### src/include/mrc_cfg.svh
`ifndef MRC_CFG_SVH
`define MRC_CFG_SVH

// Clock and stabilization timing
`define MRC_CLK_NS          25
`define MRC_OSC_WAIT_EXP    15
`define MRC_OSC_WAIT_CYC    (32'h1 << `MRC_OSC_WAIT_EXP)
`define MRC_CNT_W           18
// Selection codes of the stabilization register
`define MRC_OSC_STABILIZATION_SELECT_2P12       3'h0
`define MRC_OSC_STABILIZATION_SELECT_2P15       3'h2
`define MRC_OSC_STABILIZATION_SELECT_2P17       3'h4
`define MRC_EXP_12          5'h0c
`define MRC_EXP_15          5'h0f
`define MRC_EXP_17          5'h11
// Reset vector addresses
`define MRC_VEC_LO_ADDR     16'h0000
`define MRC_VEC_HI_ADDR     16'h0001
// Reset values
`define MRC_PSW_RST         8'h02
`define MRC_PORT_LATCH_RST  8'h00
`define MRC_PORT_DIR_RST    8'hff
`define MRC_PULLUP_RST      8'h00
`define MRC_PCC_RST         8'h02
`define MRC_CMC_RST         8'h00
`define MRC_OSC_STABILIZATION_SELECT_RST        8'h04
`define MRC_WTMR_CNT_RST    16'h0000
`define MRC_WTMR_CMP_RST    16'hffff
`define MRC_BYTE_ZERO       8'h00
`define MRC_BYTE_ONES       8'hff
`define MRC_POC_FLAG_VAL    8'h04
`define MRC_LVI_FLAG_VAL    8'h04

`endif

### src/include/mrc_pkg.sv
package mrc_pkg;

    typedef enum logic [1:0] {
        MRC_HOLD,
        MRC_WAIT,
        MRC_FETCH,
        MRC_RUN
    } mrc_state_t;

    typedef struct packed {
        logic [7:0] program_status_word;
        logic [7:0] port_latch;
        logic [7:0] port0_direction;
        logic [7:0] port0_pullup_option;
        logic [7:0] processor_clock_control;
        logic [7:0] clock_multiplier_control;
        logic [7:0] osc_stabilization_select;
    } mrc_core_t;

    typedef struct packed {
        logic [15:0] wide_timer_count;
        logic [15:0] wide_timer_compare;
        logic [7:0]  wide_timer_control;
        logic [7:0]  narrow_timer_count;
        logic [7:0]  narrow_timer_mode;
        logic [7:0]  carrier_output_control;
        logic [7:0]  remote_signal_control;
        logic [7:0]  narrow_timer_source_clock;
        logic [7:0]  watchdog_clock_select;
        logic [7:0]  watchdog_mode_reg;
    } mrc_timer_t;

    typedef struct packed {
        logic [7:0] sync_serial_mode;
        logic [7:0] async_serial_mode;
        logic [7:0] async_serial_status;
        logic [7:0] baud_rate_control;
        logic [7:0] transmit_shift_reg;
        logic [7:0] interrupt_request_flags;
        logic [7:0] interrupt_mask_flags;
        logic [7:0] external_interrupt_mode;
        logic [7:0] key_return_mode;
    } mrc_periph_t;

    typedef struct packed {
        logic        req;
        logic [15:0] addr;
    } mrc_vec_req_t;

endpackage

### src/rtl/mrc_reset_ctrl.sv
`timescale 1ns/1ps
`default_nettype none
`include "mrc_cfg.svh"

module mrc_reset_ctrl (
    // Clock and reset
    input  wire logic                 mclk,
    input  wire logic                 resetn,
    // Reset sources and low-voltage detect input
    input  wire logic                 ext_reset_n,
    input  wire logic                 watchdog_overflow,
    input  wire logic                 power_on_clear_detector,
    input  wire logic                 supply_below_lvi,
    // Standby status from the core
    input  wire logic                 stop_mode_req,
    // Reset vector fetch
    output mrc_pkg::mrc_vec_req_t     vec_req,
    input  wire logic                 vec_ack,
    input  wire logic [7:0]           vec_data,
    // Core outputs
    output var  logic                 sys_reset_n,
    output var  logic                 cpu_run,
    output var  logic                 pc_valid,
    output var  logic [15:0]          program_counter,
    output var  logic                 pin_oe_n,
    output var  logic                 stop_hold,
    output var  logic                 ram_retain,
    output mrc_pkg::mrc_core_t        core_regs,
    output mrc_pkg::mrc_timer_t       timer_regs,
    output mrc_pkg::mrc_periph_t      periph_regs,
    output var  logic [7:0]           power_on_clear_flags,
    output var  logic [7:0]           low_voltage_flags
);
    import mrc_pkg::*;

    localparam logic [`MRC_CNT_W-1:0] WAIT_CYC = `MRC_CNT_W'(`MRC_OSC_WAIT_CYC - 1);

    ////////////////////////////////////////////////////////////////////////////////
    // Source merge

    logic ext_n_s;
    logic reset_req;
    mrc_state_t state_r;
    mrc_state_t state_nxt;
    logic cnt_clear;
    logic cnt_done;
    logic vec_phase_r;
    logic [7:0] vec_lo_r;
    logic poc_seen_r;
    logic stop_r;

    mrc_sync u_ext_sync (
        .mclk   (mclk),
        .resetn (resetn),
        .din    (ext_reset_n),
        .dout   (ext_n_s)
    );

    // Pin, watchdog or power-on clear forces the one common reset state; supply_below_lvi does not
    assign reset_req = !ext_n_s || watchdog_overflow || power_on_clear_detector;

    ////////////////////////////////////////////////////////////////////////////////
    // Sequencer

    always_comb begin
        state_nxt = state_r;
        case (state_r)
            MRC_HOLD:  if (!reset_req) state_nxt = MRC_WAIT;
            MRC_WAIT:  if (cnt_done) state_nxt = MRC_FETCH;
            MRC_FETCH: if (vec_ack && vec_phase_r) state_nxt = MRC_RUN;
            MRC_RUN:   state_nxt = MRC_RUN;
            default:   state_nxt = MRC_HOLD;
        endcase
        if (reset_req) state_nxt = MRC_HOLD;
    end

    always_ff @(posedge mclk or negedge resetn) begin
        if (!resetn) begin
            state_r <= MRC_HOLD;
        end else begin
            state_r <= state_nxt;
        end
    end

    assign cnt_clear = (state_r != MRC_WAIT);

    mrc_wait_counter u_wait (
        .mclk   (mclk),
        .resetn (resetn),
        .clear  (cnt_clear),
        .limit  (WAIT_CYC),
        .done   (cnt_done)
    );

    ////////////////////////////////////////////////////////////////////////////////
    // Vector fetch

    always_ff @(posedge mclk or negedge resetn) begin
        if (!resetn) begin
            vec_phase_r <= 1'b0;
            vec_lo_r    <= `MRC_BYTE_ZERO;
        end else if (state_r != MRC_FETCH) begin
            vec_phase_r <= 1'b0;
        end else if (vec_ack && !vec_phase_r) begin
            vec_lo_r    <= vec_data;
            vec_phase_r <= 1'b1;
        end
    end

    always_ff @(posedge mclk or negedge resetn) begin
        if (!resetn) begin
            vec_req <= '0;
        end else begin
            vec_req.req  <= (state_nxt == MRC_FETCH);
            vec_req.addr <= (state_nxt == MRC_FETCH && (vec_phase_r || vec_ack)
                             && state_r == MRC_FETCH)
                            ? `MRC_VEC_HI_ADDR : `MRC_VEC_LO_ADDR;
        end
    end

    // Counter is zero after resetn, else keeps its old value (undefined to software), until the vector lands
    always_ff @(posedge mclk or negedge resetn) begin
        if (!resetn) begin
            program_counter <= `MRC_WTMR_CNT_RST;
            pc_valid        <= 1'b0;
        end else if (reset_req) begin
            pc_valid        <= 1'b0;
        end else if (state_r == MRC_FETCH && vec_ack && vec_phase_r) begin
            program_counter <= {vec_data, vec_lo_r};
            pc_valid        <= 1'b1;
        end
    end

    ////////////////////////////////////////////////////////////////////////////////
    // Pin and run control

    always_ff @(posedge mclk or negedge resetn) begin
        if (!resetn) begin
            sys_reset_n <= 1'b0;
            cpu_run     <= 1'b0;
            pin_oe_n    <= 1'b1;
        end else begin
            sys_reset_n <= (state_nxt == MRC_FETCH) || (state_nxt == MRC_RUN);
            cpu_run     <= (state_nxt == MRC_RUN);
            pin_oe_n    <= (state_nxt == MRC_HOLD) || (state_nxt == MRC_WAIT);
        end
    end

    // Stop state kept while reset is held; RAM retained on standby exit
    always_ff @(posedge mclk or negedge resetn) begin
        if (!resetn) begin
            stop_r     <= 1'b0;
            stop_hold  <= 1'b0;
            ram_retain <= 1'b0;
        end else begin
            if (state_r == MRC_RUN && !reset_req) begin
                stop_r <= stop_mode_req;
            end else if (state_nxt == MRC_FETCH) begin
                stop_r <= 1'b0;
            end
            stop_hold <= stop_r && (state_nxt == MRC_HOLD);
            if (reset_req && state_r == MRC_RUN) begin
                ram_retain <= stop_mode_req;
            end else if (reset_req && stop_r) begin
                ram_retain <= 1'b1;
            end
        end
    end

    ////////////////////////////////////////////////////////////////////////////////
    // Register reset values

    always_ff @(posedge mclk or negedge resetn) begin
        if (!resetn) begin
            core_regs <= '0;
        end else if (reset_req || state_r != MRC_RUN) begin
            core_regs.program_status_word      <= `MRC_PSW_RST;
            core_regs.port_latch               <= `MRC_PORT_LATCH_RST;
            core_regs.port0_direction          <= `MRC_PORT_DIR_RST;
            core_regs.port0_pullup_option      <= `MRC_PULLUP_RST;
            core_regs.processor_clock_control  <= `MRC_PCC_RST;
            core_regs.clock_multiplier_control <= `MRC_CMC_RST;
            core_regs.osc_stabilization_select <= `MRC_OSC_STABILIZATION_SELECT_RST;
        end
    end

    always_ff @(posedge mclk or negedge resetn) begin
        if (!resetn) begin
            timer_regs <= '0;
        end else if (reset_req || state_r != MRC_RUN) begin
            timer_regs.wide_timer_count          <= `MRC_WTMR_CNT_RST;
            timer_regs.wide_timer_compare        <= `MRC_WTMR_CMP_RST;
            timer_regs.wide_timer_control        <= `MRC_BYTE_ZERO;
            timer_regs.narrow_timer_count        <= `MRC_BYTE_ZERO;
            timer_regs.narrow_timer_mode         <= `MRC_BYTE_ZERO;
            timer_regs.carrier_output_control    <= `MRC_BYTE_ZERO;
            timer_regs.remote_signal_control     <= `MRC_BYTE_ZERO;
            timer_regs.narrow_timer_source_clock <= `MRC_BYTE_ZERO;
            timer_regs.watchdog_clock_select     <= `MRC_BYTE_ZERO;
            timer_regs.watchdog_mode_reg         <= `MRC_BYTE_ZERO;
        end
    end

    always_ff @(posedge mclk or negedge resetn) begin
        if (!resetn) begin
            periph_regs <= '0;
        end else if (reset_req || state_r != MRC_RUN) begin
            periph_regs.sync_serial_mode        <= `MRC_BYTE_ZERO;
            periph_regs.async_serial_mode       <= `MRC_BYTE_ZERO;
            periph_regs.async_serial_status     <= `MRC_BYTE_ZERO;
            periph_regs.baud_rate_control       <= `MRC_BYTE_ZERO;
            periph_regs.transmit_shift_reg      <= `MRC_BYTE_ONES;
            periph_regs.interrupt_request_flags <= `MRC_BYTE_ZERO;
            periph_regs.interrupt_mask_flags    <= `MRC_BYTE_ONES;
            periph_regs.external_interrupt_mode <= `MRC_BYTE_ZERO;
            periph_regs.key_return_mode         <= `MRC_BYTE_ZERO;
        end
    end

    ////////////////////////////////////////////////////////////////////////////////
    // Cause flags

    always_ff @(posedge mclk or negedge resetn) begin
        if (!resetn) begin
            poc_seen_r           <= 1'b0;
            power_on_clear_flags <= `MRC_BYTE_ZERO;
            low_voltage_flags    <= `MRC_BYTE_ZERO;
        end else begin
            if (power_on_clear_detector) begin
                poc_seen_r <= 1'b1;
            end else if (state_r == MRC_RUN) begin
                poc_seen_r <= 1'b0;
            end
            if (power_on_clear_detector) begin
                power_on_clear_flags <= `MRC_POC_FLAG_VAL;
            end else if (reset_req && !poc_seen_r) begin
                power_on_clear_flags <= power_on_clear_flags;
            end
            if (supply_below_lvi) begin
                low_voltage_flags <= `MRC_LVI_FLAG_VAL;
            end
        end
    end

    logic [`MRC_CNT_W-1:0] wait_seen_r;

    // Cycles spent in the wait, counted apart from the wait counter
    always_ff @(posedge mclk or negedge resetn) begin
        if (!resetn) begin
            wait_seen_r <= '0;
        end else if (state_r == MRC_WAIT) begin
            wait_seen_r <= wait_seen_r + 1'b1;
        end else begin
            wait_seen_r <= '0;
        end
    end
endmodule

`default_nettype wire

### src/rtl/mrc_sync.sv
`timescale 1ns/1ps
`default_nettype none

module mrc_sync (
    // Clock and reset
    input  wire logic mclk,
    input  wire logic resetn,
    // Asynchronous level in, synchronised level out
    input  wire logic din,
    output var  logic dout
);

    logic meta_r;

    // First stage feeds the second stage only
    always_ff @(posedge mclk or negedge resetn) begin
        if (!resetn) begin
            meta_r <= 1'b0;
            dout   <= 1'b0;
        end else begin
            meta_r <= din;
            dout   <= meta_r;
        end
    end

endmodule

`default_nettype wire

### src/rtl/mrc_wait_counter.sv
`timescale 1ns/1ps
`default_nettype none
`include "mrc_cfg.svh"

module mrc_wait_counter (
    // Clock and reset
    input  wire logic                  mclk,
    input  wire logic                  resetn,
    // Control
    input  wire logic                  clear,
    input  wire logic [`MRC_CNT_W-1:0] limit,
    // Status
    output var  logic                  done
);

    logic [`MRC_CNT_W-1:0] cnt_r;

    always_ff @(posedge mclk or negedge resetn) begin
        if (!resetn) begin
            cnt_r <= '0;
        end else if (clear) begin
            cnt_r <= '0;
        end else if (cnt_r != limit) begin
            cnt_r <= cnt_r + 1'b1;
        end
    end

    assign done = (cnt_r == limit) && !clear;

endmodule

`default_nettype wire
### config.mk
export PLATFORM = sky130hd
export DESIGN_NAME = mrc_reset_ctrl
export DESIGN_NICKNAME = d
export VERILOG_FILES = /design/src/include/mrc_pkg.sv /design/src/rtl/mrc_reset_ctrl.sv /design/src/rtl/mrc_sync.sv /design/src/rtl/mrc_wait_counter.sv
export VERILOG_INCLUDE_DIRS = /design/src /design/src/include
export SDC_FILE = /design/constraint.sdc
export NUM_CORES = 1
export LEC_CHECK = 0
export BUFFER_PORTS_ARGS = -buffer_cell sky130_fd_sc_hd__buf_2
export CAP_MARGIN = 20
export CORE_AREA = 2 2 115 117
export DETAILED_ROUTE_END_ITERATION = 10
export DIE_AREA = 0 0 117 119
export GPL_ROUTABILITY_DRIVEN = 0
export GPL_TIMING_DRIVEN = 0
export PLACE_DENSITY = 0.72
export SETUP_SLACK_MARGIN = 0.4
export SLEW_MARGIN = 20
export SYNTH_ARGS = -nofsm -noshare
export SYNTH_HDL_FRONTEND = slang
export SYNTH_HIERARCHICAL = 1
export SYNTH_SLANG_ARGS = --single-unit
### constraint.sdc
create_clock -name mclk -period 2.6 [get_ports mclk]
set_input_delay 0.26 -clock mclk [delete_from_list [all_inputs] [get_ports mclk]]
set_output_delay 0.26 -clock mclk [all_outputs]
set_load 0.01 [all_outputs]
Word level (Yosys, flattened, before mapping) --
Cells that the tools add are included.
Word-level totals: register bits 61, input port bits 16, output and inout bits 279, word-level logic and storage cells 80
Cells by class: $add $sub $neg 1, eq/ne operators 11, mux-type cells 15, bitwise operators 2, reduce and logical (&&, ||, !) cells 30
Operators by type and width (count):
- 18-bit two-way mux | 2
- 18-bit by 1-bit adder with 18-bit output, second input constant | 1
- 18-bit by 15-bit equality test with 1-bit output, second input constant | 1
- 18-bit by 15-bit inequality test with 1-bit output, second input constant | 1
- 1-bit logical AND | 11
- 2-bit nonzero test | 5
- 1-bit two-way mux | 9
- 2-bit equality test, second input constant | 4
- 2-bit case mux with 4 select lines | 1
- 1-bit logical OR | 6
- 2-bit two-way mux | 3
- 2-bit by 1-bit equality test with 1-bit output, second input constant | 2
- 1-bit zero test | 4
- 2-bit zero test | 2
- 2-bit inequality test, second input constant | 2
- 2-bit AND reduction | 2
- 2-bit by 1-bit inequality test with 1-bit output, second input constant | 1
- 1-bit inverter | 2

Longest topological paths before layout --
depth in word-level cells 10, depth in mapped cells 11, depth with buffers taken out 8

Cells and area by module --
Netlist, hierarchy kept.
By module, submodules not included:
- mrc_reset_ctrl | instances 1, cells each 353, area each 3464.6 µm², seq. area each 977.2 µm²
- mrc_wait_counter | instances 1, cells each 146, area each 1321.3 µm², seq. area each 450.4 µm²
- mrc_sync | instances 1, cells each 2, area each 50.0 µm², seq. area each 50.0 µm²

Worst setup path after synthesis --
OpenSTA, ideal clock, no wires.
path type reg2reg, start register state_r[1], end register stop_r, library setup time 121 ps, data arrival time 2257 ps, required time 2479 ps, path slack 222 ps, cell stages (with the launch flop) 12, buffers on the path 3, period minus slack after synthesis 2378 ps, cell sequence dfrtp_1 bufbuf_16 nand2b_1 inv_1 nand4_1 nor4_4 and2_1 buf_6 buf_6 and2_1 o221ai_1 a22o_1
On the way: longest elaborated chain between the ends 8, elaborated cells on any way between the ends 15, those cells by class eq/ne (5); mux (5); reduce/logical (5)
RTL lines:
- from (decl) | line mrc_reset_ctrl.sv:43 | mrc_state_t state_r;
- from (signal assigned) | line mrc_reset_ctrl.sv:81 | state_r <= state_nxt;
- 2-bit by 1-bit inequality test with 1-bit output | line mrc_reset_ctrl.sv:85 | assign cnt_clear = (state_r != MRC_WAIT);
- net cnt_clear | line mrc_reset_ctrl.sv:45 | logic cnt_clear;
- 1-bit zero test | line mrc_wait_counter.sv:28 | assign done = (cnt_r == limit) && !clear;
- 1-bit logical AND | line mrc_wait_counter.sv:28
- net cnt_done | line mrc_reset_ctrl.sv:46 | logic cnt_done;
- 2-bit two-way mux | line mrc_reset_ctrl.sv:69 | MRC_WAIT: if (cnt_done) state_nxt = MRC_FETCH;
- 2-bit case mux with 4 select lines | line mrc_reset_ctrl.sv:67 | case (state_r)
- 2-bit two-way mux | line mrc_reset_ctrl.sv:74 | if (reset_req) state_nxt = MRC_HOLD;
- 2-bit equality test | line mrc_reset_ctrl.sv:158 | end else if (state_nxt == MRC_FETCH) begin
- 2-bit nonzero test (no line)
- to (signal assigned) | line mrc_reset_ctrl.sv:157 | stop_r <= stop_mode_req;
- to (decl) | line mrc_reset_ctrl.sv:50 | logic stop_r;
The timed path passes the listed nets, and every way through them passes these cells. A chain may end at the register's enable or synchronous reset.

Worst setup path after layout --
start register u_wait.cnt_r[15], end register stop_r
On the way: longest elaborated chain between the ends 7
RTL lines:
- from (decl) | line mrc_wait_counter.sv:16 | logic [`MRC_CNT_W-1:0] cnt_r;
- from (signal assigned) | line mrc_wait_counter.sv:24 | cnt_r <= cnt_r + 1'b1;
- 18-bit by 15-bit equality test with 1-bit output | line mrc_wait_counter.sv:28
- 1-bit logical AND | line mrc_wait_counter.sv:28
- net cnt_done | line mrc_reset_ctrl.sv:46
- 2-bit two-way mux | line mrc_reset_ctrl.sv:69
- 2-bit case mux with 4 select lines | line mrc_reset_ctrl.sv:67
- 2-bit two-way mux | line mrc_reset_ctrl.sv:74
- 2-bit equality test | line mrc_reset_ctrl.sv:158
- 2-bit nonzero test (no line)
The timed path passes the listed nets, and every way through them passes these cells.

==> results.md <==
* Area grow syn2layout at 38.4%
* Clk buf depth at 2
* Drt pass-1 iters at 4
* Worst-Margin Slew at 0.809 ns
* Row count at 42
* Iteration-0 DRC Markers at 141
* Post-Layout Cell Count at around 1000
* # DRC at 0
* Via density at 3.51
* Placed Cells at just under 1000
* Core area at 12900 um2
* Worst vdd ir at 402 uV
* First-pass GRT wire length at 14200 um
* Post-route ant nets at 0
* Crit path time final at 2.06 ns
* Hold-fix buffers at CTS at 0
* Netlist cell types at just over 50
* Ant diodes at 0
* Max Slew Vio Count at 0
* Hold Crit Class: in -> async
* Total CTS buffers at 9
* Status: finished clean
* Total grt overflow at 0
* Top Ports at 295
* Most used DFF post-synth: dfrtp_1
* Layout cell share with drive strength beyond 1 at 48.6%
* Die height at 119 um
* Max Cap Violations at 0
* Final Net Count at 843
* Port bufs at 84
* Clock slew at reported path FFs at 0.05 ns
* Yosys reg bits at 59
* PwrDens at 394 nW/um2
* Number of flops mapped to enable cells by yosys at 0
* CTS root buffer: clkbuf_16
* Worst setup SP type: flop
* Seq/Total Area, Yosys at 30.6%
* Largest fanout on the critical path at 4
* Die X at 117 um
* Skew final at 0.00893 ns
* Fillers at 1218
* Crit share post-route at 79.2%
* Post-Route Setup TNS at 0 ns
* Die ar. at 13900 um2
* Worst-skew pair later-pin latency at 0.32 ns
* Syn Inst Count at 501
* Largest net degree at the start of global routing at 60
* Crit path required time at approximately 2.8 ns
* Clk sinks at 59
* # setup viols final at 0
* Ys Warns at 6
* Area of the multi-input gates at 2190 um2
* Total track usage at 12.8%
* Drt total wl at 9600 um
* Setup crit end kind: flop
* Lkg Pwr at approximately 3.9 nW
* Max-slew headroom at 46.0%
* Storage cell area at 1480 um2
* Avg WL per Cell at 9.53 um
* RSZ-0062 raised after global routing: false
* Vias in the first global route at 2810
* Setup CP Type: reg -> reg
* Initial Util at 37.6%
* Fmax at 486 MHz
* Dpl hpwl at roughly 7600 um
* Synth Area per Inst at between 9 and 10 um2
* CTS tree: yes
* DR vias at 3537
* Initial antenna violation count at 0
* Hold Fails Final Rpt at 0
* Crit path DAT at 2.27 ns
* Netlist Area Pre-Place at 4840 um2
* Ys async rst share at 100%
* H-tree depth at 3
cell usage after synthesis, types with 2 or more instances:
library cell	instances	area, um2
mux2_2	14	158
and4_1	3	26.3
a2111oi_0	6	52.6
a21oi_1	6	30.0
nand2_1	11	41.3
nor3_1	3	15.0
nor3b_1	3	22.5
o211ai_1	9	67.6
or3_1	5	31.3
nand4_1	7	43.8
nand3_1	22	110
xor2_1	3	26.3
nor2_1	11	41.3
inv_1	4	15.0
or2_2	3	18.8
buf_4	252	1890
nand2b_1	2	12.5
xnor2_1	15	131
buf_6	5	56.3
a211o_1	6	52.6
and2_1	4	25.0
mux2_4	10	150
dfrtp_1	58	1450
and3_1	7	43.8
buf_2	3	15.0
conb_1	2	7.51
clkbuf_1	3	11.3
metrics by stage:
step / hold WS, ns / cell area [um2] / power [W] / utilization (%) / setup WS (ns)
floorplan: -0.0356 / 5700 / 0.00136 / - / 0.403
global placement: 0.331 / 6340 / 0.00140 / 49.3 / 0.0707
detailed placement: 0.338 / 6340 / 0.00140 / 49.3 / 0.0633
CTS: 0.0299 / 6700 / 0.00266 / 52.0 / 0.410
global route: 0.0437 / 6700 / 0.00277 / 52.0 / 0.419
finish: 0.00326 / 6700 / 0.00264 / 52.0 / 0.540
registers in the layout, indices dropped and copies added (netlist names), 2 cells and up:
name and flops:
u_wait/cnt_r 18, program_counter 16, vec_lo_r 8, state_r 2
vec_req 2
layout by cell type, fill, tap and decap left out, types with 10 or more instances in the layout:
master	n
nand3_1	22
buf_2	86
conb_1	228
mux2_2	14
nor2_1	11
dfrtp_1	57
buf_4	257
xnor2_1	15
mux2_4	10
nand2_1	11
per-layer routing:
| metal | track usage [%] | wire [um] | vias to the layer above |
|---|---|---|---|
| li1 | - | - | 1842 |
| met1 | 14.5 | 3490 | 1519 |
| met5 | 0 | 0 | - |
| met3 | 2.49 | 922 | 14 |
| met2 | 23.5 | 5020 | 162 |
| met4 | 4.63 | 160 | 0 |
repair_timing:
item	4_1_cts	5_1_grt
setup endpoints to repair	7	6
pin swaps	2	1
gates cloned	0	0
resized for setup	5	0
setup buffers	4	0
critical path, cell delays in order (launching register included):
cell      delay, ns
dfrtp_1        0.42
xnor2_1        0.19
nand4_1        0.16
nor4_4         0.35
and2_1         0.18
buf_6          0.11
buf_8          0.09
and2_4         0.15
o221ai_2       0.09
a22o_1         0.22
cell families after synthesis:
group | synth area share [%]
buffers and inverters | 42.2
AND/OR/NAND/NOR | 10.6
flip-flops | 30.6
AO/OA/AOI/OAI | 5.80
multiplexers | 6.80
XOR/XNOR | 3.60
other | 0.155
adder cells (fa/ha/maj) | 0.259
final cells by class:
| cell class | instances | share of cell area, % |
|---|---|---|
| timing repair buffer | 88 | 6.77 |
| clock buffer | 11 | 3.48 |
| sequential | 59 | 22.1 |
| inverter | 4 | 0.299 |
| buffer | 265 | 30.3 |
| multi-input combinational | 399 | 32.6 |
| tap | 176 | 3.29 |
| clock inverter | 5 | 1.18 |
final timing paths:
kind / slack, ns / from / end / depth (start not counted)
max in group asynchronous: 2.08 / resetn / core_regs[32]$_DFFE_PN0P_ / 1
worst max register to register: 0.54 / u_wait/cnt_r[15]$_DFFE_PN0P_ / stop_r$_DFFE_PN0P_ / 9
min in group mclk: 0.04 / ext_reset_n / u_ext_sync/meta_r$_DFF_PN0_ / 1
worst min-delay path: 0.003 / resetn / program_counter[15]$_DFFE_PN0P_ / 1
worst max-delay path: 0.54 / u_wait/cnt_r[15]$_DFFE_PN0P_ / stop_r$_DFFE_PN0P_ / 9
worst min register to register: 0.35 / u_ext_sync/meta_r$_DFF_PN0_ / u_ext_sync/dout$_DFF_PN0_ / 0
where the power goes:
| group | internal, W | total, W | switching [W] | leakage [nW] |
|---|---|---|---|---|
| clock network | 0.000836 | 0.00123 | 0.000394 | 0.153 |
| registers | 0.000930 | 0.000936 | 0.00000664 | 0.789 |
| logic | 0.000237 | 0.000473 | 0.000236 | 2.93 |
Power figures use the tool's default switching activity.
